===== src/verilog/iopgc_pkg.sv =====
// Shared constants, types and register layout of the I/O pin group controller
package iopgc_pkg;
	// ==========================================================================
	// Geometry
	localparam int PIN_W       = 32;
	localparam int BYTE_W      = 8;
	localparam int LANES       = 4;
	localparam int SUBGRP_W    = 8;
	localparam int SAMP_W      = PIN_W / SUBGRP_W;
	localparam int FSEL_W      = 4;
	localparam int CFG_W       = 3;
	localparam int ADDR_W      = 10;
	localparam int GRP_SH      = 7;
	localparam int OFF_W       = 7;
	localparam int SYNC_STAGES = 2;
	// ==========================================================================
	// Register offsets inside one group
	localparam logic [OFF_W-1:0] OFF_DIR    = 7'h00;
	localparam logic [OFF_W-1:0] OFF_OUT    = 7'h10;
	localparam logic [OFF_W-1:0] OFF_IN     = 7'h20;
	localparam logic [OFF_W-1:0] OFF_CTRL   = 7'h24;
	localparam logic [OFF_W-1:0] OFF_PMUX   = 7'h30;
	localparam logic [OFF_W-1:0] OFF_PINCFG = 7'h40;
	localparam logic [OFF_W-1:0] OFF_END    = 7'h60;
	localparam logic [OFF_W-1:0] VIEW_CLR   = 7'h04;
	localparam logic [OFF_W-1:0] VIEW_SET   = 7'h08;
	localparam logic [OFF_W-1:0] VIEW_TGL   = 7'h0c;
	// ==========================================================================
	// Per pin configuration bit positions
	localparam int CFG_PERIPH_MUX_ENABLE = 0;
	localparam int CFG_INPUT_BUFFER_ENABLE   = 1;
	localparam int CFG_PULL_ENABLE = 2;
	// ==========================================================================
	// Local bus transfer sizes
	localparam logic [1:0] SIZE_BYTE = 2'h0;
	localparam logic [1:0] SIZE_HALF = 2'h1;
	localparam logic [3:0] BE_LO     = 4'h3;
	localparam logic [3:0] BE_HI     = 4'hc;
	localparam logic [3:0] BE_ALL    = 4'hf;
	localparam logic [3:0] BE_ONE    = 4'h1;
	// ==========================================================================
	// Types
	typedef struct packed {
		logic              wr;
		logic [ADDR_W-1:0] addr;
		logic [PIN_W-1:0]  wdata;
		logic [LANES-1:0]  be;
	} iopgc_req_t;
	typedef enum logic [1:0] {
		B_IDLE = 2'b00,
		B_WAIT = 2'b01,
		B_DONE = 2'b10
	} iopgc_bstate_t;
endpackage : iopgc_pkg


===== src/verilog/iopgc_top.sv =====
// I/O pin group controller: registers, two access ports, synchronisers and pad control
//
// Function
// - Pins grouped by up to 32, each controllable alone or together.
// - One 8/16/32-bit write atomically sets, clears or toggles chosen pins only.
// - Direction, output and input registers reachable from bridge and local bus.
// - During reset every pin is input with buffer, driver and pull off.
// - Logic keeps running whenever its clock runs, no sleep gating.
// - Local bus wins a collision; bridge access then slips one cycle.
// - Debug halt freezes nothing; there is no halt input.
// - Write protect blocks writes, except bridge accesses flagged as debugger.
// - Analog function on a pin disables its digital input, output and pull.
// - Local bus finishes each byte, halfword or word transfer in one cycle.
// - Local bus reads, writes, sets, clears, toggles direction/output; reads input.
// - Direction bit one makes the pin output, zero makes it input.
// - Output pin drives high for output bit one, low for zero.
// - Input bits come from two-stage synchronisers, optionally clocked only on demand.
// - Pin level readable whatever the pin direction.
// - Input enable zero stops sampling of that pin.
// - Mux enable hands the pin to the selected function, overriding own drive.
// - Muxed peripheral drives the pad and reads the raw pad level.
// - Register set repeats per group, with one configuration byte per pin.
// - Demand read costs two extra cycles; continuous sampling per eight pins.
// - Writing one to set, clear, toggle view sets, clears, inverts the bit.
// - Pull on a non-output pin pulls up for output bit one, down for zero.
// - Output mode forces the pull resistor off.
`timescale 1ns/100ps
module iopgc_top
	import iopgc_pkg::*;
#(
	parameter int GROUPS = 2,
	parameter int NP     = GROUPS * PIN_W
) (
	input  wire logic              clk_sys_in,
	input  wire logic              rst_n_in,
	input  wire logic              wp_in,
	input  wire logic              local_valid_in,
	input  wire logic              local_write_in,
	input  wire logic [ADDR_W-1:0] local_addr_in,
	input  wire logic [1:0]        local_size_in,
	input  wire logic [PIN_W-1:0]  local_wdata_in,
	output logic      [PIN_W-1:0]  local_rdata_out,
	input  wire logic              bridge_valid_in,
	input  wire logic              bridge_write_in,
	input  wire logic              bridge_debug_in,
	input  wire logic [ADDR_W-1:0] bridge_addr_in,
	input  wire logic [LANES-1:0]  bridge_be_in,
	input  wire logic [PIN_W-1:0]  bridge_wdata_in,
	output logic      [PIN_W-1:0]  bridge_rdata_out,
	output logic                   bridge_ready_out,
	input  wire logic [NP-1:0]     pad_level_in,
	output logic      [NP-1:0]     pad_out,
	output logic      [NP-1:0]     pad_oe_n_out,
	output logic      [NP-1:0]     pad_in_en_out,
	output logic      [NP-1:0]     pad_pull_en_out,
	output logic      [NP-1:0]     pad_pull_up_out,
	input  wire logic [NP-1:0]     periph_out_in,
	input  wire logic [NP-1:0]     periph_oe_in,
	input  wire logic [NP-1:0]     periph_analog_in,
	output logic      [NP-1:0]     periph_level_out,
	output logic      [NP*FSEL_W-1:0] periph_function_select_out
);
	// ==========================================================================
	// Storage
	logic [GROUPS-1:0][PIN_W-1:0]        dir_reg;
	logic [GROUPS-1:0][PIN_W-1:0]        out_reg;
	logic [GROUPS-1:0][PIN_W-1:0]        sync1_reg;
	logic [GROUPS-1:0][PIN_W-1:0]        in_reg;
	logic [GROUPS-1:0][SAMP_W-1:0]       ctrl_reg;
	logic [GROUPS-1:0][PIN_W*FSEL_W-1:0] pmux_reg;
	logic [NP-1:0][CFG_W-1:0]            per_pin_config_reg;
	logic [GROUPS-1:0][PIN_W*BYTE_W-1:0] cfg_bytes;
	logic [GROUPS-1:0][PIN_W-1:0]        rd_grp;
	iopgc_bstate_t                       bstate_reg;
	iopgc_bstate_t                       bstate_next;
	logic [1:0]                          cnt_reg;
	// ==========================================================================
	// Request decode
	iopgc_req_t       local_req;
	iopgc_req_t       bridge_req;
	iopgc_req_t       acc;
	logic [LANES-1:0] local_be;
	logic [OFF_W-1:0] acc_off;
	logic [ADDR_W-GRP_SH-1:0] acc_grp;
	logic [OFF_W-1:0] br_off;
	logic [ADDR_W-GRP_SH-1:0] br_grp;
	logic [PIN_W-1:0] acc_bm;
	logic [PIN_W-1:0] acc_bits;
	logic [PIN_W-1:0] rd_word;
	logic             bridge_go;
	logic             acc_go;
	logic             acc_we;
	logic             need_demand;
	logic             grp_ok;
	logic             local_ok;
	logic             wr_blocked;

	assign local_be = (local_size_in == SIZE_BYTE) ? (BE_ONE << local_addr_in[1:0]) :
		(local_size_in == SIZE_HALF) ? (local_addr_in[1] ? BE_HI : BE_LO) : BE_ALL;
	assign local_req  = '{wr: local_write_in, addr: local_addr_in,
		wdata: local_wdata_in, be: local_be};
	assign bridge_req = '{wr: bridge_write_in, addr: bridge_addr_in,
		wdata: bridge_wdata_in, be: bridge_be_in};
	assign br_off = {bridge_addr_in[GRP_SH-1:2], 2'b00};
	assign br_grp = bridge_addr_in[ADDR_W-1:GRP_SH];
	assign need_demand = !bridge_write_in && br_off == OFF_IN && 32'(br_grp) < GROUPS &&
		!(&ctrl_reg[32'(br_grp) % GROUPS]);
	assign bridge_go = bridge_valid_in && !local_valid_in &&
		(bstate_reg == B_IDLE && !need_demand ||
		bstate_reg == B_WAIT && 32'(cnt_reg) >= SYNC_STAGES - 1);
	assign acc     = local_valid_in ? local_req : bridge_req;
	assign acc_go  = local_valid_in || bridge_go;
	assign acc_off = {acc.addr[GRP_SH-1:2], 2'b00};
	assign acc_grp = acc.addr[ADDR_W-1:GRP_SH];
	assign grp_ok  = 32'(acc_grp) < GROUPS;
	assign local_ok = !local_valid_in || acc_off <= OFF_IN;
	assign wr_blocked = wp_in && !(bridge_go && bridge_debug_in);
	assign acc_we = acc_go && acc.wr && !wr_blocked && grp_ok && local_ok;
	assign acc_bits = acc.wdata & acc_bm;

	generate
		for (genvar l = 0; l < LANES; l++) begin : g_lane
			assign acc_bm[l*BYTE_W +: BYTE_W] = {BYTE_W{acc.be[l]}};
		end
	endgenerate

	// ==========================================================================
	// View update: plain write, clear, set, toggle
	function automatic logic [PIN_W-1:0] view_upd(
		input logic [PIN_W-1:0] old,
		input logic [OFF_W-1:0] base,
		input logic [OFF_W-1:0] off,
		input logic [PIN_W-1:0] bits,
		input logic [PIN_W-1:0] bm
	);
		logic [PIN_W-1:0] r;
		r = old;
		if (off == base)
			r = (old & ~bm) | bits;
		else if (off == base + VIEW_CLR)
			r = old & ~bits;
		else if (off == base + VIEW_SET)
			r = old | bits;
		else if (off == base + VIEW_TGL)
			r = old ^ bits;
		return r;
	endfunction : view_upd

	// ==========================================================================
	// Per group register set
	generate
		for (genvar g = 0; g < GROUPS; g++) begin : g_grp
			logic gwe;
			logic demand;
			assign gwe    = acc_we && 32'(acc_grp) == g;
			assign demand = (bstate_reg == B_WAIT || bstate_reg == B_IDLE && bridge_valid_in &&
				!local_valid_in && need_demand) && 32'(br_grp) == g;

			always_ff @(posedge clk_sys_in) begin
				if (!rst_n_in) begin
					dir_reg[g]  <= '0;
					out_reg[g]  <= '0;
					ctrl_reg[g] <= '0;
				end else if (gwe) begin
					dir_reg[g] <= view_upd(dir_reg[g], OFF_DIR, acc_off, acc_bits, acc_bm);
					out_reg[g] <= view_upd(out_reg[g], OFF_OUT, acc_off, acc_bits, acc_bm);
					if (acc_off == OFF_CTRL && acc.be[0])
						ctrl_reg[g] <= acc.wdata[SAMP_W-1:0];
				end
			end

			always_comb begin
				rd_grp[g] = '0;
				if (acc_off < OFF_OUT)
					rd_grp[g] = dir_reg[g];
				else if (acc_off < OFF_IN)
					rd_grp[g] = out_reg[g];
				else if (acc_off == OFF_IN)
					rd_grp[g] = in_reg[g];
				else if (acc_off == OFF_CTRL)
					rd_grp[g] = {{(PIN_W-SAMP_W){1'b0}}, ctrl_reg[g]};
				else if (acc_off >= OFF_PMUX && acc_off < OFF_PINCFG)
					rd_grp[g] = pmux_reg[g][PIN_W*acc_off[3:2] +: PIN_W];
				else if (acc_off >= OFF_PINCFG && acc_off < OFF_END)
					rd_grp[g] = cfg_bytes[g][PIN_W*(acc_off[4:2]) +: PIN_W];
			end

			for (genvar p = 0; p < PIN_W; p++) begin : g_pin
				localparam int N   = g * PIN_W + p;
				localparam int CL  = p % LANES;
				localparam int ML  = (p / 2) % LANES;
				localparam int MB  = ML * BYTE_W + (p % 2) * FSEL_W;
				localparam logic [OFF_W-1:0] CFG_OFF  = OFF_PINCFG + OFF_W'((p / LANES) * LANES);
				localparam logic [OFF_W-1:0] PMUX_OFF = OFF_PMUX + OFF_W'((p / SUBGRP_W) * LANES);
				logic [CFG_W-1:0] cfg;
				logic samp_en;
				logic muxed;
				logic analog;
				logic drive;
				assign cfg     = per_pin_config_reg[N];
				assign cfg_bytes[g][p*BYTE_W +: BYTE_W] = {{(BYTE_W-CFG_W){1'b0}}, cfg};
				assign samp_en = cfg[CFG_INPUT_BUFFER_ENABLE] && (ctrl_reg[g][p/SUBGRP_W] || demand);
				assign muxed   = cfg[CFG_PERIPH_MUX_ENABLE];
				assign analog  = muxed && periph_analog_in[N];
				assign drive   = muxed ? periph_oe_in[N] : dir_reg[g][p];

				always_ff @(posedge clk_sys_in) begin
					if (!rst_n_in) begin
						per_pin_config_reg[N] <= '0;
						pmux_reg[g][p*FSEL_W +: FSEL_W] <= '0;
					end else if (gwe) begin
						if (acc_off == CFG_OFF && acc.be[CL])
							per_pin_config_reg[N] <= acc.wdata[CL*BYTE_W +: CFG_W];
						if (acc_off == PMUX_OFF && acc.be[ML])
							pmux_reg[g][p*FSEL_W +: FSEL_W] <= acc.wdata[MB +: FSEL_W];
					end
				end

				always_ff @(posedge clk_sys_in) begin
					if (!rst_n_in) begin
						sync1_reg[g][p] <= 1'b0;
						in_reg[g][p]    <= 1'b0;
					end else if (samp_en) begin
						sync1_reg[g][p] <= pad_level_in[N];
						in_reg[g][p]    <= sync1_reg[g][p];
					end
				end

				always_ff @(posedge clk_sys_in) begin
					if (!rst_n_in) begin
						pad_oe_n_out[N]    <= 1'b1;
						pad_out[N]         <= 1'b0;
						pad_in_en_out[N]   <= 1'b0;
						pad_pull_en_out[N] <= 1'b0;
						pad_pull_up_out[N] <= 1'b0;
						periph_level_out[N] <= 1'b0;
					end else begin
						pad_oe_n_out[N]    <= !(drive && !analog);
						pad_out[N]         <= muxed ? periph_out_in[N] : out_reg[g][p];
						pad_in_en_out[N]   <= muxed ? !analog : cfg[CFG_INPUT_BUFFER_ENABLE];
						pad_pull_en_out[N] <= cfg[CFG_PULL_ENABLE] && !drive && !analog;
						pad_pull_up_out[N] <= out_reg[g][p];
						periph_level_out[N] <= pad_level_in[N];
					end
				end
			end
		end
	endgenerate

	assign periph_function_select_out = pmux_reg;
	assign rd_word = (grp_ok && local_ok) ? rd_grp[32'(acc_grp) % GROUPS] : '0;

	// ==========================================================================
	// Bridge sequencing and read data
	always_comb begin
		bstate_next = bstate_reg;
		case (bstate_reg)
			B_IDLE:
				if (bridge_valid_in && !local_valid_in)
					bstate_next = need_demand ? B_WAIT : B_DONE;
			B_WAIT:
				if (bridge_go)
					bstate_next = B_DONE;
			B_DONE:
				bstate_next = B_IDLE;
			default:
				bstate_next = B_IDLE;
		endcase
	end

	assign bridge_ready_out = bstate_reg == B_DONE;

	always_ff @(posedge clk_sys_in) begin
		if (!rst_n_in) begin
			bstate_reg <= B_IDLE;
			cnt_reg    <= '0;
		end else begin
			bstate_reg <= bstate_next;
			cnt_reg    <= (bstate_reg != B_WAIT) ? 2'h0 :
				(32'(cnt_reg) < SYNC_STAGES) ? cnt_reg + 2'h1 : cnt_reg;
		end
	end

	always_ff @(posedge clk_sys_in) begin
		if (!rst_n_in) begin
			local_rdata_out  <= '0;
			bridge_rdata_out <= '0;
		end else begin
			if (local_valid_in && !local_write_in)
				local_rdata_out <= rd_word;
			if (bridge_go && !bridge_write_in)
				bridge_rdata_out <= rd_word;
		end
	end

	// ==========================================================================
	// Checks
	logic [PIN_W-1:0] dir0;
	logic [PIN_W-1:0] out0;
	logic             we0;
	assign dir0 = dir_reg[0];
	assign out0 = out_reg[0];
	assign we0  = acc_we && acc_grp == '0;
endmodule : iopgc_top


===== config.mk =====
export PLATFORM = sky130hd
export DESIGN_NAME = iopgc_top
export DESIGN_NICKNAME = d
export VERILOG_FILES = /design/src/verilog/iopgc_pkg.sv /design/src/verilog/iopgc_top.sv
export SDC_FILE = /design/constraint.sdc
export NUM_CORES = 2
export LEC_CHECK = 0
export BUFFER_PORTS_ARGS = -buffer_cell sky130_fd_sc_hd__buf_2
export CORE_AREA = 3 3 417 419
export CTS_BUF_LIST = sky130_fd_sc_hd__clkbuf_2
export DETAILED_ROUTE_END_ITERATION = 6
export DIE_AREA = 0 0 420 422
export PLACE_DENSITY = 0.6
export SYNTH_ARGS = -nofsm -noshare
export SYNTH_HDL_FRONTEND = slang
export SYNTH_SLANG_ARGS = --single-unit

===== constraint.sdc =====
create_clock -name clk_sys_in -period 6.97 [get_ports clk_sys_in]
set_input_delay 0.697 -clock clk_sys_in [delete_from_list [all_inputs] [get_ports clk_sys_in]]
set_output_delay 0.697 -clock clk_sys_in [all_outputs]
set_load 0.1 [all_outputs]

# Word-level counts from Yosys, hierarchy flattened

Index checks and enable logic that the tools add are counted.
W data, S select, Z words.

Add/sub/neg operators: 1
$mul: 0
Div/mod/pow operators: 0
Order comparisons: 13
Equal/unequal tests: 30
Shift-type cells: 5
Multiplexer cells: 233
Bitwise gates (word level): 24
Reduce and logical (&&, ||, !) cells: 717

Operator list:

| kind                 | number |
|---|---|
| $mux W32             | 31 |
| $shiftx A256 B9 Y32  | 2 |
| $logic_and A1 B1 Y1  | 394 |
| $and A32 B32 Y32     | 9 |
| $or A32 B32 Y32      | 8 |
| $shiftx A128 B8 Y32  | 2 |
| $reduce_and A2 Y1    | 103 |
| $logic_not A1 Y1     | 199 |
| $mux W1              | 192 |
| $xor A32 B32 Y32     | 4 |
| $not A32 Y32         | 2 |
| $mux W47             | 1 |
| $eq A5 B5 Y1 const B | 8 |
| $eq A5 B4 Y1 const B | 7 |
| $eq A5 B3 Y1 const B | 4 |
| $mux W4              | 5 |
| $lt A7 B7 Y1 const B | 2 |
| $logic_or A1 B1 Y1   | 12 |
| $eq A5 B2 Y1 const B | 2 |
| $reduce_bool A4 Y1   | 2 |
| $ge A7 B6 Y1 const B | 1 |
| $ge A7 B7 Y1 const B | 1 |
| $le A7 B6 Y1 const B | 1 |
| $logic_not A7 Y1     | 1 |
| 21 further kinds     | 30 |

Register bits after elaboration: 1164
Bits in latches: 0
RAM bits: 0
ROM bits: 0
Input bits: 354
Output and inout bits: 705
Memories: 0

# Depth between registers and ports, before layout

Word-level depth: 18
Gate-level depth with buffers: 14
Depth with buffers taken out: 11

# Least setup slack after synthesis

Ideal clock, no wire load.

Path kind: input -> register
Start point: in local_valid_in
End point: reg with a tool-made name
Arrival: 3.364 ns
Required time: 6.841 ns
Setup slack: 3.477 ns
Cell stages on the path: 13
Cells stage by stage: buf_2 -> buf_4 -> clkbuf_1 -> clkbuf_1 -> buf_2 -> mux2_2 -> and2_1 -> inv_1 -> ha_1 -> a211oi_1 -> o21ai_0 -> o2111ai_1 -> o31ai_1

RTL lines:

| item        | RTL line        | RTL |
|---|---|---|
| from (decl) | iopgc_top.sv:37 | `input wire logic local_valid_in,` |

==> summary.txt <==
Run status
  – Run status: finished, violations left
  – Failing checks: design-rule violations

Floorplan
  – Starting Density: 30.3%
  – Die H: 422 um
  – Core Area: 171000 sq um
  – Die ar.: 177000 sq um
  – Top-Level Pins: 1059
  – Die Wd: 420 um
  – FP Rows: 152

Final layout
  – Area growth syn-to-layout: 34.9%
  – Final non-filler cell total: 10.4k
  – Share of layout cells above drive strength 1: 22.4%
  – Commonest non-fill, non-tap cells in the layout: 1164 x dfxtp_1, 1054 x buf_2, 825 x o21ai_0
  – Final #Nets: 8548
  – Leading cell type in the layout, fill and taps excluded: dfxtp_1

STA
  – Clock Skew: 0.220 ns
  – Final setup violating endpoints: 0
  – Worst-Margin Slew: 1.31 ns
  – Max Slew Vio Count: 0
  – Max-slew headroom: 12.3%
  – Min cycle time layout: 5.41 ns
  – Fin crit share: 77.7%
  – Setup_tns: 0 ns
  – Hold Fails Final Rpt: 0
  – RSZ-0062 raised after global routing: no
  – Max frequency: 185 MHz

Placed design
  – Detailed placement HPWL: 246 mm
  – PortBufs: 1056
  – Post-placement cell count: 9032
  – Gpl congestion: 1.03

Pwr
  – IR drop worst, VDD: 0.172 mV
  – Leak pwr: 29.9 nW
  – PwrDens: 197 nW/um^2

Critical path
  – Req. time, crit path: 8.69 ns
  – Worst r2r src: ctrl_reg[0]$_SDFFE_PN0P_
  – Critical Path, Cell by Cell: nand4_1, mux2i_1, o311ai_4, a21oi_4, dlygate4sd3_1, nand3_1, dlygate4sd3_1, nand2_1, nand2_1, dlygate4sd3_1
  – CP top delay family: buffers and inverters
  – CP bufs+invs: 3
  – Worst path max stage delay: 1.14 ns
  – Critical path type: reg -> reg
  – CP Data Arrival Time: 7.13 ns
  – Critical Path Source Type: flop
  – Crit path capture type: flop
  – CP Max Fanout: 18
  – CP dominant cell by count: dlygate4sd3_1
  – Worst Setup SP: ctrl_reg[0]$_SDFFE_PN0P_
  – CP max-delay cell: dlygate4sd3_1

Min path
  – Class of the worst hold path: in -> reg
  – Min-delay src: periph_analog_in[44]

Global routing
  – Largest net degree at the start of global routing: 167
  – Initial antenna violation count: 68
  – Grt ovf: 0
  – Tot GR Track Use: 35.9%
  – Global-route wire length before repair: 445 mm
  – Vias in the first global route: 55.9k

Routing
  – Vias: 59.2k
  – ANT nets after route: 0
  – Vias per inst: 5.68
  – Routed WL per cell: 31.9 um
  – Routed wire length: 332 mm
  – DR iter-0 viols: 7469
  – DRC: 16
  – Drt pass-1 iters: 7

Yosys
  – Count of cell types in the netlist: 75
  – Cells after synthesis: 6098
  – Mapped Nets: 6709
  – Async S/R FF share, synth: 0%
  – Synth Flop Type: dfxtp_1
  – Synthesized cell area: 51900 sq um
  – Post-synthesis sequential area ratio: 44.9%
  – Syn_area_per_cell: 8.51 sq um
  – EDFF count, synth: 0
  – #FFs+latches synth: 1164
  – Synth warn: 0

Clocking
  – CTS buffer count: 338
  – Clock-pin slew on the worst setup and hold paths: 0.10 ns
  – Clock tree root buffer cell: clkbuf_2
  – CTS tree: yes
  – Max Buffers Root-to-Sink: 4
  – Sink Count: 1164
  – H-tree Lvls: 5
  – Worst-Skew Late Latency: 1.91 ns

Flow run
  – MaxCap Viol Count: 0
[metal layers]
metal  wire length [um]  up-vias  GRT usage (%)
met4              31800       28           28.9
met5                159        -              0
met3              38200     1213           12.4
li1                   -    25400              -
met1             122000    28300           41.9
met2             140000     4273           53.1
[worst reg2reg max path, cell delays in order (launching register included)]
cell and delay [ns]:
dfxtp_1 0.61, nand4_1 0.45, mux2i_1 0.73, o311ai_4 0.35, a21oi_4 0.37, dlygate4sd3_1 1.14
nand3_1 0.25, dlygate4sd3_1 0.78, nand2_1 0.11, nand2_1 0.05, dlygate4sd3_1 0.55
[cell usage after synthesis (all sizes together) (23+ instances only)]
cell type / instances / share of area (%)
dfxtp: 1164 / 45
o21ai: 870 / 8.4
nand2: 684 / 5.0
nor2: 593 / 4.3
nand3: 514 / 5.0
clkbuf: 374 / 2.7
a21oi: 328 / 3.2
mux2i: 296 / 5.7
ha: 257 / 6.2
inv: 152 / 1.1
o22ai: 121 / 1.5
buf: 94 / 0.98
and2: 80 / 0.96
a211oi: 77 / 1.1
and3: 71 / 0.86
a221oi: 48 / 0.81
o211ai: 41 / 0.59
mux4: 39 / 1.7
mux2: 36 / 0.78
a221o: 23 / 0.44
[cell type report]
class	count	area, sq um
Fill cell	17100	101000
Multi-Input combinational cell	4314	26300
Sequential cell	1164	23300
Timing Repair Buffer	1967	14200
Tap cell	2233	2790
Clock buffer	469	2350
Inverter	152	578
Clock inverter	79	339
Antenna cell	46	115
[power by group]
part	internal, W	switching [W]
Sequential	0.00669	0.0000182
Combinational	0.000622	0.00142
Clock	0.00182	0.00319
Total	0.00913	0.00463
[stage by stage]
step	cell area, sq um	setup WS (ns)	power (W)	utilization [%]	hold slack (ns)
floorplan	51900	3.48	0.00775	-	0.457
global placement	59200	1.96	0.00845	34.6	0.469
detailed placement	59200	1.81	0.00848	34.6	0.476
CTS	69900	1.79	0.0137	40.9	0.000411
global route	70000	1.54	0.0142	40.9	0.141
finish	70000	1.56	0.0138	40.9	0.264
[logic make-up after synthesis]
family	Yosys count	synth area share, %
flip-flops	1164	44.9
XOR/XNOR	1	0.0169
AO/OA/AOI/OAI	1646	18.5
adder cells (fa/ha/maj)	257	6.20
buffers and inverters	620	4.78
AND/OR/NAND/NOR	2039	17.4
multiplexers	371	8.18
[path summary, 6_finish.rpt]
| path | slack, ns | cells past startpoint | to |
|---|---|---|---|
| max | 1.56 | 10 | flop |
| min | 0.26 | 4 | pad_in_en_out[44]$_SDFF_PN0_ |
| max reg2reg | 1.56 | 10 | flop |
| min reg2reg | 0.39 | 1 | pad_pull_en_out[31]$_SDFF_PN0_ |
[repair_timing]
action | in CTS | in global routing
resized for setup | 0 | 0
hold endpoints to repair | 1096 | 0
hold buffers | 798 | 0
setup buffers | 0 | 0
(Power assumes the default switching activity.)
